## src/scv_consts.vh

```
// Purpose: Named constants for the serial configuration register block
// Assumes: 16-bit registers behind an 8-bit address, 100 MHz MCLK
// Notes:   Definitions only; included by the register block
`ifndef SCV_CONSTS_VH
`define SCV_CONSTS_VH

// Register addresses
`define SCV_ADDR_SOFT_RESET   8'h00
`define SCV_ADDR_ATT_RESET    8'h03
`define SCV_ADDR_LVDS_CURRENT 8'h11
`define SCV_ADDR_NOISE        8'h14
`define SCV_ADDR_ATT_LOW      8'h16
`define SCV_ADDR_ATT_MID      8'h17
`define SCV_ADDR_ATT_HIGH     8'h18
`define SCV_ADDR_GAIN_A       8'h2A
`define SCV_ADDR_GAIN_B       8'h2B
`define SCV_ADDR_CLOCKING     8'h42
`define SCV_ADDR_FORMAT       8'h46

// Field positions
`define SCV_BIT_SOFT_RESET    0
`define SCV_BIT_ATT_RESET     5
`define SCV_BIT_NOISE         0
`define SCV_BIT_DIFF_CLK      0
`define SCV_BIT_DCC           2
`define SCV_BIT_EXT_REF       3
`define SCV_PHASE_LO          5
`define SCV_BIT_TWOS          2
`define SCV_BIT_MSB_FIRST     3
`define SCV_BIT_SDR           4
`define SCV_CUR_CLK_LO        0
`define SCV_CUR_DATA_LO       3

// Reset values
`define SCV_ATT_LOW_RESET     16'h0020
`define SCV_ATT_MID_RESET     16'h0000
`define SCV_ATT_HIGH_RESET    8'h00
`define SCV_ZERO16            16'h0000
`define SCV_ATT_FORCED_ONES   40'h00_0000_0003

// Frame layout
`define SCV_ADDR_BITS         8
`define SCV_DATA_BITS         16
`define SCV_ATT_BITS          40
`define SCV_ATT_LAST_BIT      6'h27

// Timing
`define SCV_MCLK_KHZ          100000
`define SCV_OSC_KHZ           6000

`endif

```

## src/scv_serial_config.v

```verilog
// Purpose: Serial configuration registers with attenuator word forwarding
// Assumes: Host frames writes with SEN_N low, 8-bit address then 16-bit
//          words, MSB first, sampled on SCLK rising edge
// Notes:   Rules carried out are listed below
// Functional notes
// - Writing 1 to reset register bit 0 resets all registers; bit self-clears.
// - Attenuator word spans three registers: bits 0-15, 16-31, 32-39.
// - Word bits 0 and 1 always shift out as ones.
// - Attenuator clock and data idle unless attenuator registers written.
// - Every forwarding sends the whole 40-bit word.
// - Forward only when a write changed stored contents.
// - Untouched registers contribute current or default contents.
// - Three attenuator registers may be written in one framed write.
// - Attenuator clock about 6 MHz, running only during the 40 bits.
// - Register 42 bit selects external reference via common-mode pin.
// - Register 42 bit enables duty-cycle correction, default off.
// - Register 42 bit selects differential clock, default single-ended.
// - Register 14 enables low-frequency noise suppression, default off.
// - Registers 2A and 2B hold per-channel digital gain, default 0 dB.
// - Register 46 bit selects two's complement, default offset binary.
// - Register 46 bit selects MSB first, default LSB first.
// - Register 46 bit selects single data rate, default double.
// - Register 42 field sets output bit clock phase.
// - Register 11 sets clock and data LVDS current, default 3.5 mA.
// - Attenuator reset bit holds forwarding machine reset until cleared.
// - Attenuator chip select high on hardware reset or attenuator reset.
// - Attenuator reset restores word defaults and keeps outputs quiet.
`timescale 1ns/1ns
`default_nettype none
`include "scv_consts.vh"

module scv_serial_config #(
	parameter MCLK_KHZ = `SCV_MCLK_KHZ,
	parameter OSC_KHZ  = `SCV_OSC_KHZ
) (
	input  wire        MCLK,
	input  wire        RESETN,
	input  wire        SEN_N,
	input  wire        SCLK,
	input  wire        SDATA,
	output reg         ATTENUATOR_SERIAL_CLOCK,
	output reg         ATTENUATOR_SERIAL_DATA,
	output reg         ATTENUATOR_CHIP_SELECT,
	output reg         ATTENUATOR_BUSY,
	output reg         EXT_REF_COMMON_MODE,
	output reg         DCC_ENABLE,
	output reg         DIFF_CLOCK,
	output reg         NOISE_SUPPRESS,
	output reg  [31:0] DIGITAL_GAIN,
	output reg         TWOS_COMPLEMENT_FORMAT,
	output reg         MSB_FIRST,
	output reg         SDR_MODE,
	output reg  [1:0]  OUTPUT_BIT_CLOCK_PHASE,
	output reg  [2:0]  LVDS_CLOCK_CURRENT,
	output reg  [2:0]  LVDS_DATA_CURRENT
);

	// Half period of the gated oscillator, rounded down, at least one cycle
	localparam integer HALF_RAW = MCLK_KHZ / (2 * OSC_KHZ);
	localparam [7:0] HALF_CYCLES = (HALF_RAW < 1) ? 8'h01 : HALF_RAW[7:0];

	localparam ST_IDLE  = 1'b0;
	localparam ST_SHIFT = 1'b1;

	// Write targets one of the three attenuator word registers
	function is_att;
		input [7:0] a;
		begin
			is_att = (a == `SCV_ADDR_ATT_LOW) || (a == `SCV_ADDR_ATT_MID) ||
				(a == `SCV_ADDR_ATT_HIGH);
		end
	endfunction

	// Pin synchronisers; stage one feeds stage two only
	reg  [2:0]  sen_sync;
	reg  [2:0]  sclk_sync;
	reg  [1:0]  sdata_sync;
	wire        sclk_rise = sclk_sync[1] & ~sclk_sync[2];
	wire        frame_on  = ~sen_sync[1];
	wire        frame_end = sen_sync[1] & ~sen_sync[2];

	reg  [7:0]  addr;
	reg  [15:0] shift_in;
	reg  [4:0]  bit_cnt;
	reg         addr_done;
	reg         wr_stb;
	reg  [7:0]  wr_addr;
	reg  [15:0] wr_data;
	reg         soft_rst;
	reg         att_rst;
	reg  [15:0] att_low;
	reg  [15:0] att_mid;
	reg  [7:0]  att_high;
	reg         changed;
	reg         pending;
	reg         state;
	reg  [7:0]  div_cnt;
	reg  [5:0]  out_cnt;
	reg  [39:0] out_word;

	wire        clr_all = ~RESETN | soft_rst;
	wire [39:0] att_word = {att_high, att_mid, att_low} |
		`SCV_ATT_FORCED_ONES;
	wire        att_hit  = wr_stb & is_att(wr_addr);
	wire        att_diff = (wr_addr == `SCV_ADDR_ATT_LOW  &&
			wr_data != att_low) ||
		(wr_addr == `SCV_ADDR_ATT_MID  && wr_data != att_mid) ||
		(wr_addr == `SCV_ADDR_ATT_HIGH && wr_data[7:0] != att_high);
	wire        change_now = att_hit & att_diff;
	wire        start = (state == ST_IDLE) & pending & ~att_rst;

	// Sample host pins into the MCLK domain
	always @(posedge MCLK) begin
		if (!RESETN) begin
			sen_sync   <= 3'h7;
			sclk_sync  <= 3'h0;
			sdata_sync <= 2'h0;
		end else begin
			sen_sync   <= {sen_sync[1:0], SEN_N};
			sclk_sync  <= {sclk_sync[1:0], SCLK};
			sdata_sync <= {sdata_sync[0], SDATA};
		end
	end

	// Frame deserialiser; words after the address go to rising addresses
	always @(posedge MCLK) begin
		if (!RESETN || !frame_on) begin
			addr      <= 8'h00;
			shift_in  <= 16'h0000;
			bit_cnt   <= 5'h00;
			addr_done <= 1'b0;
			wr_stb    <= 1'b0;
			wr_addr   <= 8'h00;
			wr_data   <= 16'h0000;
		end else begin
			wr_stb <= 1'b0;
			if (sclk_rise) begin
				shift_in <= {shift_in[14:0], sdata_sync[1]};
				if (!addr_done && bit_cnt == `SCV_ADDR_BITS - 1) begin
					addr      <= {shift_in[6:0], sdata_sync[1]};
					addr_done <= 1'b1;
					bit_cnt   <= 5'h00;
				end else if (addr_done &&
						bit_cnt == `SCV_DATA_BITS - 1) begin
					wr_stb  <= 1'b1;
					wr_addr <= addr;
					wr_data <= {shift_in[14:0], sdata_sync[1]};
					addr    <= addr + 8'h01;
					bit_cnt <= 5'h00;
				end else begin
					bit_cnt <= bit_cnt + 5'h01;
				end
			end
		end
	end

	// Configuration registers; soft reset returns all to defaults
	always @(posedge MCLK) begin
		if (clr_all) begin
			soft_rst               <= 1'b0;
			att_rst                <= 1'b0;
			EXT_REF_COMMON_MODE    <= 1'b0;
			DCC_ENABLE             <= 1'b0;
			DIFF_CLOCK             <= 1'b0;
			OUTPUT_BIT_CLOCK_PHASE <= 2'h0;
			NOISE_SUPPRESS         <= 1'b0;
			DIGITAL_GAIN           <= 32'h0000_0000;
			TWOS_COMPLEMENT_FORMAT <= 1'b0;
			MSB_FIRST              <= 1'b0;
			SDR_MODE               <= 1'b0;
			LVDS_CLOCK_CURRENT     <= 3'h0;
			LVDS_DATA_CURRENT      <= 3'h0;
		end else if (wr_stb) begin
			case (wr_addr)
			`SCV_ADDR_SOFT_RESET: begin
				// One-cycle pulse; the bit never stays set
				soft_rst <= wr_data[`SCV_BIT_SOFT_RESET];
			end
			`SCV_ADDR_ATT_RESET: begin
				att_rst <= wr_data[`SCV_BIT_ATT_RESET];
			end
			`SCV_ADDR_LVDS_CURRENT: begin
				LVDS_CLOCK_CURRENT <= wr_data[`SCV_CUR_CLK_LO +: 3];
				LVDS_DATA_CURRENT  <= wr_data[`SCV_CUR_DATA_LO +: 3];
			end
			`SCV_ADDR_NOISE: begin
				NOISE_SUPPRESS <= wr_data[`SCV_BIT_NOISE];
			end
			`SCV_ADDR_GAIN_A: begin
				DIGITAL_GAIN[15:0] <= {wr_data[3:0], wr_data[7:4],
					wr_data[11:8], wr_data[15:12]};
			end
			`SCV_ADDR_GAIN_B: begin
				DIGITAL_GAIN[31:16] <= {wr_data[3:0], wr_data[7:4],
					wr_data[11:8], wr_data[15:12]};
			end
			`SCV_ADDR_CLOCKING: begin
				DIFF_CLOCK          <= wr_data[`SCV_BIT_DIFF_CLK];
				DCC_ENABLE          <= wr_data[`SCV_BIT_DCC];
				EXT_REF_COMMON_MODE <= wr_data[`SCV_BIT_EXT_REF];
				OUTPUT_BIT_CLOCK_PHASE <=
					wr_data[`SCV_PHASE_LO +: 2];
			end
			`SCV_ADDR_FORMAT: begin
				TWOS_COMPLEMENT_FORMAT <= wr_data[`SCV_BIT_TWOS];
				MSB_FIRST              <= wr_data[`SCV_BIT_MSB_FIRST];
				SDR_MODE               <= wr_data[`SCV_BIT_SDR];
			end
			default: begin
				soft_rst <= 1'b0;
			end
			endcase
		end else begin
			soft_rst <= 1'b0;
		end
	end

	// Attenuator word registers; held at defaults under attenuator reset
	always @(posedge MCLK) begin
		if (clr_all || att_rst) begin
			att_low  <= `SCV_ATT_LOW_RESET;
			att_mid  <= `SCV_ATT_MID_RESET;
			att_high <= `SCV_ATT_HIGH_RESET;
		end else if (att_hit) begin
			case (wr_addr)
			`SCV_ADDR_ATT_LOW:  att_low  <= wr_data;
			`SCV_ADDR_ATT_MID:  att_mid  <= wr_data;
			default:            att_high <= wr_data[7:0];
			endcase
		end
	end

	// Collect changes over a frame; forward once at its end
	always @(posedge MCLK) begin
		if (clr_all || att_rst) begin
			changed <= 1'b0;
			pending <= 1'b0;
		end else begin
			if (frame_end)
				changed <= 1'b0;
			else if (change_now)
				changed <= 1'b1;
			// A change in the closing cycle still counts; set wins
			if (frame_end && (changed || change_now))
				pending <= 1'b1;
			else if (start)
				pending <= 1'b0;
		end
	end

	// Gated oscillator and shifter for the 40-bit word
	always @(posedge MCLK) begin
		if (clr_all || att_rst) begin
			state                   <= ST_IDLE;
			div_cnt                 <= 8'h00;
			out_cnt                 <= 6'h00;
			out_word                <= 40'h00_0000_0000;
			ATTENUATOR_SERIAL_CLOCK <= 1'b0;
			ATTENUATOR_SERIAL_DATA  <= 1'b0;
			ATTENUATOR_BUSY         <= 1'b0;
		end else begin
			case (state)
			ST_IDLE: begin
				ATTENUATOR_SERIAL_CLOCK <= 1'b0;
				ATTENUATOR_SERIAL_DATA  <= 1'b0;
				if (start) begin
					// Whole word snapshot, bit 0 set up before first rise
					out_word               <= att_word;
					ATTENUATOR_SERIAL_DATA <= att_word[0];
					div_cnt                <= 8'h00;
					out_cnt                <= 6'h00;
					state                  <= ST_SHIFT;
					ATTENUATOR_BUSY        <= 1'b1;
				end
			end
			ST_SHIFT: begin
				if (div_cnt == HALF_CYCLES - 8'h01) begin
					div_cnt <= 8'h00;
					if (!ATTENUATOR_SERIAL_CLOCK) begin
						ATTENUATOR_SERIAL_CLOCK <= 1'b1;
					end else begin
						ATTENUATOR_SERIAL_CLOCK <= 1'b0;
						if (out_cnt == `SCV_ATT_LAST_BIT) begin
							// Oscillator stops after bit 39
							state                  <= ST_IDLE;
							ATTENUATOR_SERIAL_DATA <= 1'b0;
							ATTENUATOR_BUSY        <= 1'b0;
						end else begin
							out_word <= {1'b0, out_word[39:1]};
							ATTENUATOR_SERIAL_DATA <= out_word[1];
							out_cnt  <= out_cnt + 6'h01;
						end
					end
				end else begin
					div_cnt <= div_cnt + 8'h01;
				end
			end
			default: begin
				state <= ST_IDLE;
			end
			endcase
		end
	end

	// Chip select follows hardware reset and the attenuator reset bit
	always @(posedge MCLK) begin
		if (!RESETN)
			ATTENUATOR_CHIP_SELECT <= 1'b1;
		else
			ATTENUATOR_CHIP_SELECT <= att_rst;
	end

endmodule // scv_serial_config

`default_nettype wire

```

## config.mk

```make
export PLATFORM = sky130hd
export DESIGN_NAME = scv_serial_config
export DESIGN_NICKNAME = d
export VERILOG_FILES = /design/src/scv_serial_config.v
export VERILOG_INCLUDE_DIRS = /design/src
export SDC_FILE = /design/constraint.sdc
export NUM_CORES = 1
export LEC_CHECK = 0
export BUFFER_PORTS_ARGS = -buffer_cell sky130_fd_sc_hd__buf_2
export CORE_ASPECT_RATIO = 2
export CORE_MARGIN = 2
export CORE_UTILIZATION = 54
export CTS_CLUSTER_DIAMETER = 120
export CTS_CLUSTER_SIZE = 40
export DETAILED_ROUTE_END_ITERATION = 10
export GPL_TIMING_DRIVEN = 0
export HOLD_SLACK_MARGIN = 0.12
export PLACE_DENSITY = 0.86
export RECOVER_POWER = 50
export SLEW_MARGIN = 25
export SYNTH_ARGS = -nofsm -noshare
export SYNTH_HDL_FRONTEND = slang
export SYNTH_SLANG_ARGS = --single-unit
```

## constraint.sdc

```tcl
create_clock -name MCLK -period 2.2 [get_ports MCLK]
set_clock_uncertainty 0.2 [all_clocks]
set_input_delay 0.55 -clock MCLK [delete_from_list [all_inputs] [get_ports MCLK]]
set_output_delay 0.55 -clock MCLK [all_outputs]
set_load 0.05 [all_outputs]
```

==> impl_metrics.py <==
metrics = {
    "floorplanning": {
        "die_height_um": 184,
        "ios": 56,
        "area_of_the_core_region_mm2": 0.0158,
        "row_count": 65,
        "chipWidth_um": 93.8,
        "fp.dieArea_mm2": 0.0172,
        "initial_utilization": 0.551,
    },
    "synthesis": {
        "postSynthAreaPerCell_um2": 9.12,
        "ys_ff_latch": 211,
        "synth_edf_count": 0,
        "sequential_to_total_area_share_from_yosys_stat": 0.485,
        "syn-cell-area_mm2": 0.00870,
        "yosys.area.top_type_share": 0.485,
        "top_area_cells_in_the_synthesized_netlist": "dfxtp_1 49%, mux2i_1 14%, nor2_1 6.8%",
        "postSynth.asyncResetShare": 0,
        "yosys.area.top_type": "dfxtp_1",
        "post_synth_inst_count": 954,
        "syn_nets": 963,
        "synthesis.yosys.warnings": 0,
        "top_ff_cell_synth": "dfxtp_1",
        "post_synth_num_cell_types": 50,
    },
    "routing": {
        "route.detailed.wl_per_inst_um": 19.1,
        "drc_errors": 0,
        "routed_wirelength_um": 23400,
        "via_count": 7284,
        "drt_first_pass_iters": 5,
        "first_iter_violations": 381,
        "post_drt_via_cell_ratio": 5.93,
        "antenna_violating_nets_post_route": 0,
    },
    "cts": {
        "worstSkewPairLatency_ps": 480,
        "cts_sinks": 211,
        "cts_max_path_buffers": 3,
        "cts_root_buf": "clkbuf_16",
        "cts_buffers": 9,
        "worst_setup_hold_path_clk_slew_ps": 150,
        "cts_tree": "done",
        "htree_num_levels": 1,
    },
    "sta": {
        "fin_setup_tns_ps": -1660,
        "finalWorstSetupSlack_ps": -87.0,
        "normalized_max_slew_margin": 0.471,
        "number_of_max_slew_violations_in_the_final_report": 0,
        "worst_hold_slack_ps": 249,
        "max_slew.worst_pin.slew_ps": 794,
        "finalCriticalPeriod_ps": 2290,
        "rsz0062_at_grt": "yes",
        "hold_viol": 0,
        "finalCritPeriodShare": 1.04,
        "max_freq_mhz": 437,
        "timing.final.setup_violations": 41,
    },
    "place": {
        "port_buffers": 55,
        "gp_congestion": 0.918,
        "place_hpwl_um": 16400,
    },
    "layout": {
        "register_area_mm2": 0.00424,
        "fillCellCount": 1218,
        "finish.net_count": 1037,
        "area_growth_syn_to_layout_pct": 15.4,
        "drive_above_1_share": 0.166,
        "n_antenna_cell": 0,
        "area_of_combinational_cells_with_multiple_inputs_mm2": 0.00446,
    },
    "worst_setup_path": {
        "timing_worst_setup_path_type": "register to register",
        "crit_path_start": "div_cnt[4]",
        "critical_path.slowest_cell": "o41a_1",
        "crit_required_ps": 2420,
        "startpoint_type": "register",
        "reg2reg_slack_ps": -90,
        "worstPathArrival_ps": 2510,
        "critical-path-top-delay-family": "compound AO/OA/AOI/OAI gates",
        "critical_path.max_fanout": 10,
        "worstPathBufferInverterCount": 2,
        "crit_path_max_incr_delay_ps": 460,
        "rr_startpoint": "div_cnt[4]",
        "worstPathCellList": "or3_4 -> o41a_1 -> a21oi_4 -> buf_12 -> buf_4 -> nand3_1 -> a21oi_1",
        "critical_path.endpoint_type": "register",
    },
    "run_status": {
        "run_status": "finished with violations",
        "violations": "negative setup slack",
    },
    "global_route": {
        "number_of_antenna_violations_at_the_first_check_in_global_routing": 0,
        "grt_usage": 0.261,
        "grt_start_max_net_pins": 41,
        "overflow": 0,
        "grt_pass1_vias": 7369,
        "grt_first_pass_wirelength_um": 35900,
    },
    "power": {
        "switching_power_uw": 1300,
        "power.leakage_uw": 0.00389,
        "proportion_of_total_power_due_to_net_switching": 0.220,
        "power.density_mw_per_mm2": 590,
        "pwr-share-seq": 0.646,
        "power.internal_uw": 4620,
        "share_clk_of_total_power": 0.335,
        "ir_drop_mv": 0.575,
        "comb_power_share": 0.019,
    },
    "hold_path": {
        "worst_hold_path_type": "register to register",
        "hold_path.startpoint": "sen_sync[0]",
    },
    "run": {
        "max_cap_viol_count": 0,
    },
}
cells by family after synthesis:
| family | after synthesis | share of synthesized area |
|---|---|---|
| AOI/OAI and AO/OA | 144 | 0.105 |
| xor gates and xnor gates | 44 | 0.0443 |
| adders and majority gates | 4 | 0.00575 |
| buffers and inverters | 76 | 0.0347 |
| DFF | 211 | 0.485 |
| muxes | 126 | 0.145 |
| and+or+nand+nor | 349 | 0.180 |
path summary, 6_finish.rpt:
kind	to	depth (start not counted)
min	sen_sync[1]	1
max reg2reg	out_cnt[1]	7
max	out_cnt[1]	7
min reg2reg	sen_sync[1]	1
layout make-up:
cell class,count,share of cell area
multi-input cells,668,0.444
clock buffers,9,0.0224
well taps,201,0.0250
inverters,4,0.00149
flip-flops and latches,211,0.422
repair buffers,76,0.0492
clock inverters,1,0.00299
plain buffers,58,0.0330
metrics by stage:
step	setup WS, ps	utilization	instances	power, uW	cell area (um2)
detailed placement	-499	0.585	1210	4020	9230
global placement	-453	0.585	1210	4010	9230
floorplan	-3.06	-	954	3980	8700
global route	-130	0.637	1228	6060	10000
finish	-87.0	0.637	1228	5930	10000
CTS	-26.7	0.616	1227	5910	9720
worst register-to-register path: cells and delay by family, from the launching register on:
kind	cells	cell delay [ps]
compound gates	3	810
simple gates	2	490
flops	1	360
buf+inv	2	360
placed cells by master (no fill, tap or decap), drive strengths merged, types with 5 or more instances in the layout:
master  count
xor2       41
nor2      158
a21oi      61
or3         6
nor2b       7
mux2i     125
nand2      99
nor4       10
and3       11
clkbuf    110
and2        7
buf        30
nand3      12
nand4       9
nor3        5
o21ai      17
nand2b      7
dfxtp     211
a211oi     44
per-layer routing:
layer,vias up,track usage,part of all wire
met3,122,0.0295,0.032
met1,3511,0.247,0.34
li1,3415,-,-
met2,236,0.501,0.55
met5,-,0,0
met4,0,0.184,0.076
power groups by stage:
stage / registers [uW] / logic [uW] / clock network, uW
6_report: 3830 / 112 / 1980
5_1_grt: 3830 / 119 / 2110
4_1_cts: 3830 / 106 / 1980
3_5_place_dp: 3920 / 101 / 0
3_3_place_gp: 3910 / 99.3 / 0
2_1_floorplan: 3920 / 60.1 / 0
what timing repair did:
item	in CTS	in global routing
pin swaps	15	24
endpoints found under the setup margin	133	95
gates resized for setup	51	84
cloned	3	4
hold buffers	3	0
hold endpoints to repair	3	0
setup buffers	9	3
synth_stat cells (3+ instances only):
cell / number
a311oi_1: 3
ha_1: 4
nand4_1: 9
or3b_2: 3
a31oi_1: 3
nor3_1: 5
and3_1: 10
o21ai_0: 17
mux2i_1: 125
nor4_1: 10
nor2_1: 157
xor2_1: 41
buf_2: 13
inv_1: 4
or3_2: 4
nand2b_1: 7
a21oi_1: 60
o31ai_1: 3
nor2b_1: 7
a211oi_1: 44
or2_2: 4
dfxtp_1: 211
xnor2_1: 3
clkbuf_1: 58
nand2_1: 99
and2_1: 7
nand3_1: 12
registers in the layout, indices dropped and copies added, names as in the netlist, 8 cells and up:
signal        flops
shift_in         15
wr_data          16
div_cnt           8
att_high          8
att_low          16
DIGITAL_GAIN     32
out_word         39
addr              8
wr_addr           8
att_mid          16
(Power assumes the default switching activity.)
